$ cat src/rtl/wake_frame_pkg.sv
// Purpose: Constants for the receive wake frame detector
// Assumes: Register indices times four give APB byte addresses
// Notes:   Frame bytes arrive one per pclk cycle
package wake_frame_pkg;
  // Register indices
  localparam logic [9:0]  IDX_CONFIG     = 10'h134;
  localparam logic [9:0]  IDX_STATUS     = 10'h135;
  localparam logic [9:0]  IDX_ADDR_LOW   = 10'h136;
  localparam logic [9:0]  IDX_ADDR_MID   = 10'h137;
  localparam logic [9:0]  IDX_ADDR_HIGH  = 10'h138;
  localparam logic [9:0]  IDX_PASS_LOW   = 10'h139;
  localparam logic [9:0]  IDX_PASS_MID   = 10'h13a;
  localparam logic [9:0]  IDX_PASS_HIGH  = 10'h13b;
  localparam logic [9:0]  IDX_PATTERN    = 10'h13c;
  localparam logic [9:0]  IDX_PAT_MASK   = 10'h150;
  // Config reset value and writable bit mask
  localparam logic [15:0] CONFIG_RESET   = 16'h0004;
  localparam logic [15:0] CONFIG_RW_MASK = 16'h07b7;
  // Config field positions
  localparam int          CFG_RELEASE    = 11;
  localparam int          CFG_STRETCH_LO = 9;
  localparam int          CFG_LEVEL      = 8;
  localparam int          CFG_EXT_EN     = 7;
  localparam int          CFG_PASS_EN    = 5;
  localparam int          CFG_UCAST_EN   = 4;
  localparam int          CFG_BCAST_EN   = 2;
  localparam int          CFG_PAT_EN     = 1;
  localparam int          CFG_MAGIC_EN   = 0;
  // Status field positions
  localparam int          ST_DELIM_ERR   = 7;
  localparam int          ST_BAD_CRC     = 6;
  localparam int          ST_ATTACK      = 5;
  localparam int          ST_UCAST       = 4;
  localparam int          ST_BCAST       = 2;
  localparam int          ST_PATTERN     = 1;
  localparam int          ST_MAGIC       = 0;
  // Frame layout and constants
  localparam logic [7:0]  SFD_BYTE       = 8'h5d;
  localparam logic [7:0]  SYNC_BYTE      = 8'hff;
  localparam logic [7:0]  PAYLOAD_START  = 8'h0f;
  localparam logic [2:0]  SYNC_COUNT     = 3'h6;
  localparam logic [6:0]  ADDR_REPEAT_BYTES = 7'h60;
  localparam logic [31:0] CRC_INIT       = 32'hffffffff;
  localparam logic [31:0] CRC_POLY       = 32'hedb88320;
  localparam logic [31:0] CRC_RESIDUE    = 32'hdebb20e3;
  // Timing of the wake pulse
  localparam int          WAKE_TICK_PS   = 8000;
  localparam int          PCLK_PS        = 50000;
  localparam int          WAKE_TICKS_MIN = 8;
  typedef enum logic [1:0] {M_SYNC, M_ADDR, M_PASS, M_DONE} magic_state_t;
endpackage : wake_frame_pkg

$ cat src/rtl/wake_frame_detector.sv
// Purpose: Receive wake frame detector with APB register access
// Assumes: One received byte per cycle, first byte is the delimiter
// Notes:   Status flags clear on read, a new event wins
// Operation
// - Release bit clears held wake in level mode
// - Pulse length 8/16/32/64 fast clock ticks
// - Bit 8 picks level, else pulse mode
// - Bit 7 enables detection and CRC checking
// - Bit 5 enables magic password check
// - Bit 4 wakes on matching unicast frame
// - Bit 2 wakes on broadcast, resets one
// - Bit 1 wakes on pattern match
// - Bit 0 wakes on magic frame
// - Status 7 flags bad delimiter, clears on read
// - Status 6 flags bad CRC, clears on read
// - Status 5 flags wrong magic password
// - Status 4 flags valid unicast frame
// - Status 2 flags valid broadcast frame
// - Status 1 flags valid pattern frame
// - Status 0 flags valid magic frame
// - Destination match value in three registers
// - Password held in three registers, reset zero
// - Pattern bytes 0 and 1, reset zero
module wake_frame_detector
  import wake_frame_pkg::*;
(
  input  wire logic        pclk,
  input  wire logic        presetn,
  input  wire logic        psel,
  input  wire logic        penable,
  input  wire logic        pwrite,
  input  wire logic [11:0] paddr,
  input  wire logic [31:0] pwdata,
  input  wire logic [3:0]  pstrb,
  output logic      [31:0] prdata,
  output logic             pready,
  output logic             pslverr,
  input  wire logic        rx_valid,
  input  wire logic        rx_first,
  input  wire logic        rx_last,
  input  wire logic [7:0]  rx_data,
  output logic             rx_sfd_seen,
  output logic             wake_output
);

  function automatic logic [31:0] crc_step(input logic [31:0] c, input logic [7:0] d);
    logic [31:0] r;
    r = c ^ {24'h000000, d};
    for (int i = 0; i < 8; i++) begin
      r = r[0] ? ((r >> 1) ^ CRC_POLY) : (r >> 1);
    end
    return r;
  endfunction : crc_step

  function automatic logic [6:0] pulse_cycles(input logic [1:0] sel);
    int ticks;
    ticks = WAKE_TICKS_MIN << sel;
    return 7'((ticks * WAKE_TICK_PS + PCLK_PS - 1) / PCLK_PS);
  endfunction : pulse_cycles

  function automatic logic [15:0] merge(input logic [15:0] old, input logic [31:0] wd,
                                        input logic [3:0] st);
    return {st[1] ? wd[15:8] : old[15:8], st[0] ? wd[7:0] : old[7:0]};
  endfunction : merge

  //////////////////////////////////////////////////////////////////////////////
  // Register file
  logic [15:0]  config_reg;
  logic [7:0]   status;
  logic [47:0]  match_addr;
  logic [47:0]  magic_pass;
  logic [15:0]  pattern;
  logic [1:0]   pattern_byte_exclude;
  logic [9:0]   index;
  logic         mapped;
  logic         setup;
  logic         access_wr;
  logic         status_rd;
  logic         release_pulse;
  logic [31:0]  next_rdata;
  logic [7:0]   set_flags;
  logic         wake_trigger;

  assign index     = paddr[11:2];
  assign setup     = psel && !penable;
  assign access_wr = psel && penable && pwrite && !pslverr;
  assign status_rd = psel && penable && !pwrite && !pslverr && index == IDX_STATUS;
  assign pready    = 1'b1;
  assign release_pulse = access_wr && index == IDX_CONFIG && pstrb[1]
                         && pwdata[CFG_RELEASE];

  always_comb begin
    mapped     = paddr[1:0] == 2'b00;
    next_rdata = 32'h00000000;
    case (index)
      IDX_CONFIG:    next_rdata[15:0] = config_reg;
      IDX_STATUS:    next_rdata[7:0]  = status;
      IDX_ADDR_LOW:  next_rdata[15:0] = match_addr[15:0];
      IDX_ADDR_MID:  next_rdata[15:0] = match_addr[31:16];
      IDX_ADDR_HIGH: next_rdata[15:0] = match_addr[47:32];
      IDX_PASS_LOW:  next_rdata[15:0] = magic_pass[15:0];
      IDX_PASS_MID:  next_rdata[15:0] = magic_pass[31:16];
      IDX_PASS_HIGH: next_rdata[15:0] = magic_pass[47:32];
      IDX_PATTERN:   next_rdata[15:0] = pattern;
      IDX_PAT_MASK:  next_rdata[1:0]  = pattern_byte_exclude;
      default:       mapped = 1'b0;
    endcase
  end

  // Read data and error are captured in the setup cycle
  always_ff @(posedge pclk or negedge presetn) begin
    if (!presetn) begin
      prdata  <= 32'h00000000;
      pslverr <= 1'b0;
    end else if (setup) begin
      prdata  <= pwrite ? 32'h00000000 : next_rdata;
      pslverr <= !mapped;
    end
  end

  always_ff @(posedge pclk or negedge presetn) begin
    if (!presetn) begin
      config_reg           <= CONFIG_RESET;
      match_addr           <= 48'h000000000000;
      magic_pass           <= 48'h000000000000;
      pattern              <= 16'h0000;
      pattern_byte_exclude <= 2'b00;
    end else if (access_wr) begin
      case (index)
        IDX_CONFIG:    config_reg <= merge(config_reg, pwdata, pstrb) & CONFIG_RW_MASK;
        IDX_ADDR_LOW:  match_addr[15:0]  <= merge(match_addr[15:0], pwdata, pstrb);
        IDX_ADDR_MID:  match_addr[31:16] <= merge(match_addr[31:16], pwdata, pstrb);
        IDX_ADDR_HIGH: match_addr[47:32] <= merge(match_addr[47:32], pwdata, pstrb);
        IDX_PASS_LOW:  magic_pass[15:0]  <= merge(magic_pass[15:0], pwdata, pstrb);
        IDX_PASS_MID:  magic_pass[31:16] <= merge(magic_pass[31:16], pwdata, pstrb);
        IDX_PASS_HIGH: magic_pass[47:32] <= merge(magic_pass[47:32], pwdata, pstrb);
        IDX_PATTERN:   pattern <= merge(pattern, pwdata, pstrb);
        IDX_PAT_MASK:  if (pstrb[0]) pattern_byte_exclude <= pwdata[1:0];
        default:       config_reg <= config_reg;
      endcase
    end
  end

  // Only the bits returned by the read are cleared; a new set wins
  always_ff @(posedge pclk or negedge presetn) begin
    if (!presetn) begin
      status <= 8'h00;
    end else begin
      status <= (status & ~(status_rd ? prdata[7:0] : 8'h00)) | set_flags;
    end
  end

  //////////////////////////////////////////////////////////////////////////////
  // Frame tracking
  logic         ext_en;
  logic         in_frame;
  logic         sfd_ok;
  logic [7:0]   pos;
  logic [31:0]  crc;
  logic [31:0]  next_crc;
  logic         da_match;
  logic         da_bcast;
  logic         pat_ok;
  logic [7:0]   da_byte;
  logic         frame_end;
  logic         crc_good;

  assign ext_en    = config_reg[CFG_EXT_EN];
  assign next_crc  = crc_step(rx_first ? CRC_INIT : crc, rx_data);
  assign frame_end = rx_valid && rx_last && in_frame && sfd_ok;
  assign crc_good  = next_crc == CRC_RESIDUE;
  assign da_byte   = 8'(match_addr >> {pos[2:0] - 3'h1, 3'b000});

  always_ff @(posedge pclk or negedge presetn) begin
    if (!presetn) begin
      in_frame    <= 1'b0;
      sfd_ok      <= 1'b0;
      pos         <= 8'h00;
      crc         <= CRC_INIT;
      da_match    <= 1'b0;
      da_bcast    <= 1'b0;
      pat_ok      <= 1'b0;
      rx_sfd_seen <= 1'b0;
    end else begin
      rx_sfd_seen <= rx_valid && rx_first && ext_en && rx_data == SFD_BYTE;
      if (rx_valid && rx_first) begin
        in_frame <= !rx_last;
        sfd_ok   <= rx_data == SFD_BYTE;
        pos      <= 8'h01;
        crc      <= CRC_INIT;
        da_match <= 1'b1;
        da_bcast <= 1'b1;
        pat_ok   <= 1'b1;
      end else if (rx_valid && in_frame) begin
        in_frame <= !rx_last;
        crc      <= next_crc;
        if (pos != 8'hff) pos <= pos + 8'h01;
        if (pos >= 8'h01 && pos <= 8'h06) begin
          if (rx_data != da_byte) da_match <= 1'b0;
          if (rx_data != SYNC_BYTE) da_bcast <= 1'b0;
        end
        if (pos == 8'h01 && !pattern_byte_exclude[0] && rx_data != pattern[7:0])
          pat_ok <= 1'b0;
        if (pos == 8'h02 && !pattern_byte_exclude[1] && rx_data != pattern[15:8])
          pat_ok <= 1'b0;
      end
    end
  end

  //////////////////////////////////////////////////////////////////////////////
  // Magic frame search
  magic_state_t mstate;
  logic [2:0]   ff_run;
  logic [6:0]   mpos;
  logic         pass_bad;
  logic [7:0]   mag_addr_byte;
  logic [7:0]   mag_pass_byte;
  logic [2:0]   mbyte;

  assign mbyte         = 3'(mpos % 7'd6);
  assign mag_addr_byte = 8'(match_addr >> {mbyte, 3'b000});
  assign mag_pass_byte = 8'(magic_pass >> {mbyte, 3'b000});

  always_ff @(posedge pclk or negedge presetn) begin
    if (!presetn) begin
      mstate   <= M_SYNC;
      ff_run   <= 3'h0;
      mpos     <= 7'h00;
      pass_bad <= 1'b0;
    end else if (rx_valid && rx_first) begin
      mstate   <= M_SYNC;
      ff_run   <= 3'h0;
      mpos     <= 7'h00;
      pass_bad <= 1'b0;
    end else if (rx_valid && in_frame && pos >= PAYLOAD_START) begin
      case (mstate)
        M_SYNC: begin
          ff_run <= rx_data == SYNC_BYTE ? ff_run + 3'h1 : 3'h0;
          if (rx_data == SYNC_BYTE && ff_run == SYNC_COUNT - 3'h1) begin
            mstate <= M_ADDR;
            mpos   <= 7'h00;
          end
        end
        M_ADDR: begin
          if (rx_data == mag_addr_byte) begin
            mpos <= mpos + 7'h01;
            if (mpos == ADDR_REPEAT_BYTES - 7'h01) begin
              mstate <= config_reg[CFG_PASS_EN] ? M_PASS : M_DONE;
              mpos   <= 7'h00;
            end
          end else if (!(mpos == 7'h00 && rx_data == SYNC_BYTE)) begin
            mstate <= M_SYNC;
            ff_run <= rx_data == SYNC_BYTE ? 3'h1 : 3'h0;
          end
        end
        M_PASS: begin
          if (rx_data != mag_pass_byte) pass_bad <= 1'b1;
          mpos <= mpos + 7'h01;
          if (mpos == 7'h05) mstate <= M_DONE;
        end
        M_DONE:  mstate <= M_DONE;
        default: mstate <= M_SYNC;
      endcase
    end
  end

  //////////////////////////////////////////////////////////////////////////////
  // Events and wake output
  logic       good;
  logic       magic_hit;
  logic [6:0] pulse_left;

  assign good      = frame_end && crc_good;
  assign magic_hit = mstate == M_DONE && !pass_bad;

  always_comb begin
    set_flags = 8'h00;
    if (ext_en) begin
      set_flags[ST_DELIM_ERR] = rx_valid && rx_first && rx_data != SFD_BYTE;
      set_flags[ST_BAD_CRC] = frame_end && !crc_good;
      set_flags[ST_ATTACK]  = good && mstate == M_DONE && pass_bad;
      set_flags[ST_UCAST]   = good && da_match;
      set_flags[ST_BCAST]   = good && da_bcast;
      set_flags[ST_PATTERN] = good && pat_ok;
      set_flags[ST_MAGIC]   = good && magic_hit;
    end
  end

  assign wake_trigger = (set_flags[ST_UCAST] && config_reg[CFG_UCAST_EN])
                      || (set_flags[ST_BCAST] && config_reg[CFG_BCAST_EN])
                      || (set_flags[ST_PATTERN] && config_reg[CFG_PAT_EN])
                      || (set_flags[ST_MAGIC] && config_reg[CFG_MAGIC_EN]);

  always_ff @(posedge pclk or negedge presetn) begin
    if (!presetn) begin
      wake_output <= 1'b0;
      pulse_left  <= 7'h00;
    end else if (config_reg[CFG_LEVEL]) begin
      pulse_left <= 7'h00;
      if (wake_trigger) wake_output <= 1'b1;
      else if (release_pulse) wake_output <= 1'b0;
    end else if (wake_trigger) begin
      wake_output <= 1'b1;
      pulse_left  <= pulse_cycles(config_reg[10:9]) - 7'h01;
    end else if (pulse_left != 7'h00) begin
      pulse_left <= pulse_left - 7'h01;
    end else begin
      wake_output <= 1'b0;
    end
  end

  //////////////////////////////////////////////////////////////////////////////
  // Checks
  logic [6:0] high_run;
  always_ff @(posedge pclk or negedge presetn) begin
    if (!presetn) high_run <= 7'h00;
    else if (!wake_output) high_run <= 7'h00;
    else if (high_run != 7'h7f) high_run <= high_run + 7'h01;
  end

  pulse_len_a: assert property (@(posedge pclk) disable iff (!presetn)
    !config_reg[CFG_LEVEL] && $fell(wake_output) && $stable(config_reg)
      |-> high_run >= pulse_cycles(config_reg[10:9]))
    else $error("wake pulse too short");

  release_clear_a: assert property (@(posedge pclk) disable iff (!presetn)
    config_reg[CFG_LEVEL] && release_pulse && !wake_trigger |=> !wake_output)
    else $error("release did not clear wake");

  level_hold_a: assert property (@(posedge pclk) disable iff (!presetn)
    config_reg[CFG_LEVEL] && wake_output && !release_pulse
      |=> wake_output)
    else $error("level wake dropped");

  sfd_flag_a: assert property (@(posedge pclk) disable iff (!presetn)
    ext_en && rx_valid && rx_first && rx_data != SFD_BYTE |=> status[ST_DELIM_ERR])
    else $error("delimiter error not flagged");

  crc_flag_a: assert property (@(posedge pclk) disable iff (!presetn)
    ext_en && frame_end && !crc_good |-> !wake_trigger ##1 status[ST_BAD_CRC])
    else $error("bad crc not flagged");

  ext_off_a: assert property (@(posedge pclk) disable iff (!presetn)
    !ext_en |-> set_flags == 8'h00 && !wake_trigger)
    else $error("events while features off");

  bcast_wake_a: assert property (@(posedge pclk) disable iff (!presetn)
    set_flags[ST_BCAST] && config_reg[CFG_BCAST_EN] |=> wake_output && status[ST_BCAST])
    else $error("broadcast did not wake");

  read_clear_a: assert property (@(posedge pclk) disable iff (!presetn)
    status_rd && prdata[ST_UCAST] && !set_flags[ST_UCAST] |=> !status[ST_UCAST])
    else $error("status not cleared by read");

  ucast_a: assert property (@(posedge pclk) disable iff (!presetn)
    good && !da_match && !da_bcast && !pat_ok && !magic_hit |-> !wake_trigger)
    else $error("wake without match");

  pulse_end_a: assert property (@(posedge pclk) disable iff (!presetn)
    !config_reg[CFG_LEVEL] && wake_output && pulse_left == 7'h00 && !wake_trigger
      |=> !wake_output)
    else $error("wake pulse too long");

  sfd_pulse_a: assert property (@(posedge pclk) disable iff (!presetn)
    ext_en && rx_valid && rx_first && rx_data == SFD_BYTE |=> rx_sfd_seen)
    else $error("delimiter indication missing");

  wake_rise_a: assert property (@(posedge pclk) disable iff (!presetn)
    wake_trigger |=> wake_output)
    else $error("wake not raised on event");

endmodule : wake_frame_detector

$ cat config.mk
export PLATFORM = sky130hd
export DESIGN_NAME = wake_frame_detector
export DESIGN_NICKNAME = d
export VERILOG_FILES = /design/src/rtl/wake_frame_pkg.sv /design/src/rtl/wake_frame_detector.sv
export SDC_FILE = /design/constraint.sdc
export NUM_CORES = 1
export LEC_CHECK = 0
export ABC_AREA = 1
export BUFFER_PORTS_ARGS = -buffer_cell sky130_fd_sc_hd__buf_2
export CORE_UTILIZATION = 45
export DETAILED_ROUTE_END_ITERATION = 6
export PLACE_DENSITY = 0.71
export SETUP_SLACK_MARGIN = 0.05
export SLEW_MARGIN = 20
export SYNTH_ARGS = -nofsm -noshare
export SYNTH_HDL_FRONTEND = slang
export SYNTH_SLANG_ARGS = --single-unit
$ cat constraint.sdc
create_clock -name pclk -period 4.7 [get_ports pclk]
set_input_delay 0.705 -clock pclk [delete_from_list [all_inputs] [get_ports pclk]]
set_output_delay 0.705 -clock pclk [all_outputs]
set_load 0.01 [all_outputs]
==> results_dict.tcl <==
set metrics [dict create \
    top_regs "magic_pass: 48 flops, match_addr: 48 flops, crc: 32 flops" \
    fp-row-count 66 \
    hold_violations 0 \
    rr_worst_depth 30 \
    worst_slack_ns 0.402 \
    startpoint_type "flop" \
    grt-ovfl-total 0 \
    antenna_found_initial 2 \
    crit_type "reg2reg" \
    min_period_over_period 0.915 \
    grt_pass1_vias 14100 \
    cts.clk_slew.worst_paths_ns 0.06 \
    first_iter_violations 1663 \
    p_comb_frac 0.337 \
    rsz0062_at_grt "false" \
    pre_cts_ws_ns 0.00900 \
    drtPass1Iterations 7 \
    p_leak_nw 7.87 \
    synth-edff-count 0 \
    die_w_um 183 \
    hold_path_class "in2async" \
    dieHeight_um 183 \
    clk_latency_ns 0.56 \
    setup_violations 0 \
    grt_max_degree 122 \
    finalNonFillerCells 2678 \
    cts_htree_levels 1 \
    async_reset_ff_frac 1.00 \
    wirelength_um 49300 \
    fmax_mhz 233 \
    multi_input_area_mm2 0.00807 \
    slew-limit-headroom 0.292 \
    drive_above_1_share 0.121 \
    drc_errors 0 \
    path_common_cell "nand2_1" \
    ioPinCount 100 \
    p_switching_mw 2.44 \
    dp.final_hpwl_um 36400 \
    worstPathMaxFanout 5 \
    detail-route-antenna-nets 0 \
    regArea_mm2 0.00543 \
    finalClockSkew_ns 0.0374 \
    pwr-share-clk 0.342 \
    cts_buffers 26 \
    reg2reg_to "pulse_left[1]$_DFFE_PN0P_" \
    nFillCells 3201 \
    yosysSeqAreaShare 0.366 \
    grt_util_all_layers 0.296 \
    finalSetupTns_ns 0 \
    die_area_mm2 0.0337 \
    ir_worst_vdd_v 0.000321 \
    seqPwrFrac 0.320 \
    worstPathArrival_ns 4.80 \
    io_buffers 64 \
    netlist_area_mm2 0.0148 \
    slowest_delay_ns 0.56 \
    nets 2320 \
    synthCells 2158 \
    p_sw_frac 0.379 \
    finalPower_mw 6.43 \
    p_int_mw 4.00 \
    p_per_area_mw_per_mm2 386 \
    vias_per_cell 5.64 \
    clock_sinks 215 \
    cap_violations 0 \
    rr_startpoint "config_reg[10]$_DFFE_PN0P_" \
    cts_root_buf "clkbuf_16" \
    gp_congestion 1.02 \
    cp_slowest_cell "fa_1" \
    finalMaxSlewViolations 0 \
    grt_pass1_wl_um 77600 \
    cp.required_ns 5.20 \
    outcome "finished clean" \
    postCtsHoldBufs 0 \
    area_growth_pct 12.5 \
    cts_buffer_depth 3 \
    tightestPinTransition_ns 1.05 \
    synth.ff_latch_count 215 \
    via_count 15100 \
    initial_core_util 0.457 \
    r2r_slack_ns 0.40 \
    core_mm2 0.0325 \
    wl_per_cell_um 18.4 \
    yosys_warnings 0 \
    place_inst 2626 \
    ys.flop_type "dfrtp_1" \
    cts_tree "built" \
    fin_crit_ns 4.30 \
    synthDistinctLibCells 53 \
    avgSynthCellArea_um2 6.87 \
    crit_path_end_kind "flop" \
]
-- cells in the final DEF (no fill, tap or decap), types with 21 or more instances in the layout --
| cell type | synthesis | final |
|---|---|---|
| clkbuf_16 | 0 | 26 |
| inv_1 | 265 | 262 |
| nand4_1 | 21 | 21 |
| nand2_2 | 29 | 30 |
| ha_1 | 39 | 28 |
| nor2_1 | 128 | 126 |
| nor3_1 | 39 | 38 |
| nand3_1 | 123 | 123 |
| a21oi_1 | 65 | 63 |
| dfstp_2 | 33 | 33 |
| o21ai_0 | 263 | 261 |
| nand2_1 | 664 | 663 |
| buf_2 | 4 | 63 |
| buf_4 | 25 | 41 |
| xor2_1 | 29 | 27 |
| o22ai_1 | 26 | 25 |
| dfrtp_1 | 182 | 179 |
-- layer usage --
| metal | GRT usage | share of wire |
|---|---|---|
| met5 | 0 | 0.00026 |
| met2 | 0.457 | 0.43 |
| met3 | 0.0503 | 0.096 |
| met4 | 0.121 | 0.041 |
| met1 | 0.412 | 0.43 |
-- cell type report --
cell class                 instances  area share
timing repair buffer             106      0.0395
tap                              442      0.0332
clock buffer                      34      0.0426
clock inverter                    14      0.0135
sequential                       215       0.325
antenna                            1    0.000150
inverter                         273      0.0619
multi-input combinational       1593       0.484
-- synthesized netlist by cell type, types with 8 or more instances --
cell / instances / area [um^2]
nand2_1: 664 / 2490
inv_1: 265 / 995
o21ai_0: 263 / 1320
dfrtp_1: 182 / 4550
nor2_1: 128 / 480
nand3_1: 123 / 616
a21oi_1: 65 / 325
clkbuf_1: 55 / 206
ha_1: 39 / 488
nor3_1: 39 / 195
dfstp_2: 33 / 867
nand2_2: 29 / 181
xor2_1: 29 / 254
o22ai_1: 26 / 163
buf_4: 25 / 188
nand4_1: 21 / 131
a221oi_1: 15 / 131
nor4_1: 13 / 81.3
xnor2_1: 13 / 114
a22oi_1: 11 / 82.6
o31ai_1: 11 / 82.6
a31oi_1: 10 / 62.6
a22o_1: 8 / 70.1
buf_6: 8 / 90.1
nor2_4: 8 / 90.1
o21ai_1: 8 / 40.0
-- what timing repair did --
item / CTS / global route
resized for setup: 2 / 30
pin swaps: 0 / 4
buffers inserted: 1 / 2
endpoints found under the setup margin: 3 / 6
-- stage by stage --
stage	area [um^2]	hold WS [ns]	utilization
finish	16700	0.198	0.514
global route	16700	0.297	0.514
CTS	16500	0.283	0.509
detailed placement	15600	0.462	0.479
global placement	15600	0.461	0.479
floorplan	14900	0.409	-
-- cell families after synthesis --
family,after synthesis,synth area share
AO/OA/AOI/OAI,444,0.168
XOR/XNOR,42,0.0248
adder cells (fa/ha/maj),41,0.0356
buffers and inverters,366,0.105
flip-flops,215,0.366
multiplexers,1,0.000675
other,2,0.000507
AND/OR/NAND/NOR,1047,0.299
-- worst max-delay path by stage --
stage | end | from
6_report | pulse_left[1]$_DFFE_PN0P_ | config_reg[10]$_DFFE_PN0P_
5_1_grt | pulse_left[1]$_DFFE_PN0P_ | config_reg[10]$_DFFE_PN0P_
4_1_cts | pulse_left[4]$_DFFE_PN0P_ | config_reg[9]$_DFFE_PN0P_
3_5_place_dp | pulse_left[4]$_DFFE_PN0P_ | config_reg[9]$_DFFE_PN0P_
3_3_place_gp | pulse_left[1]$_DFFE_PN0P_ | config_reg[9]$_DFFE_PN0P_
2_1_floorplan | pulse_left[1]$_DFFE_PN0P_ | config_reg[9]$_DFFE_PN0P_
-- power groups by stage --
stage	clock network [mW]	logic (mW)	registers (mW)
after floorplan	0	1.52	2.08
after global placement	0	2.06	2.09
after detailed placement	0	2.08	2.09
after CTS	2.22	2.10	2.06
after global routing	2.30	2.40	2.07
final	2.20	2.17	2.06
-- critical path, delay by kind of cell, from the launching register on --
kind | cells | cell delay (ns)
AND/OR/NAND/NOR | 19 | 1.71
flip-flops | 1 | 0.45
XOR/XNOR | 1 | 0.14
AO/OA/AOI/OAI | 1 | 0.09
buffers and inverters | 3 | 0.19
adder cells (fa/ha/maj) | 6 | 1.60
No activity file was read; power rests on OpenSTA's default activity.
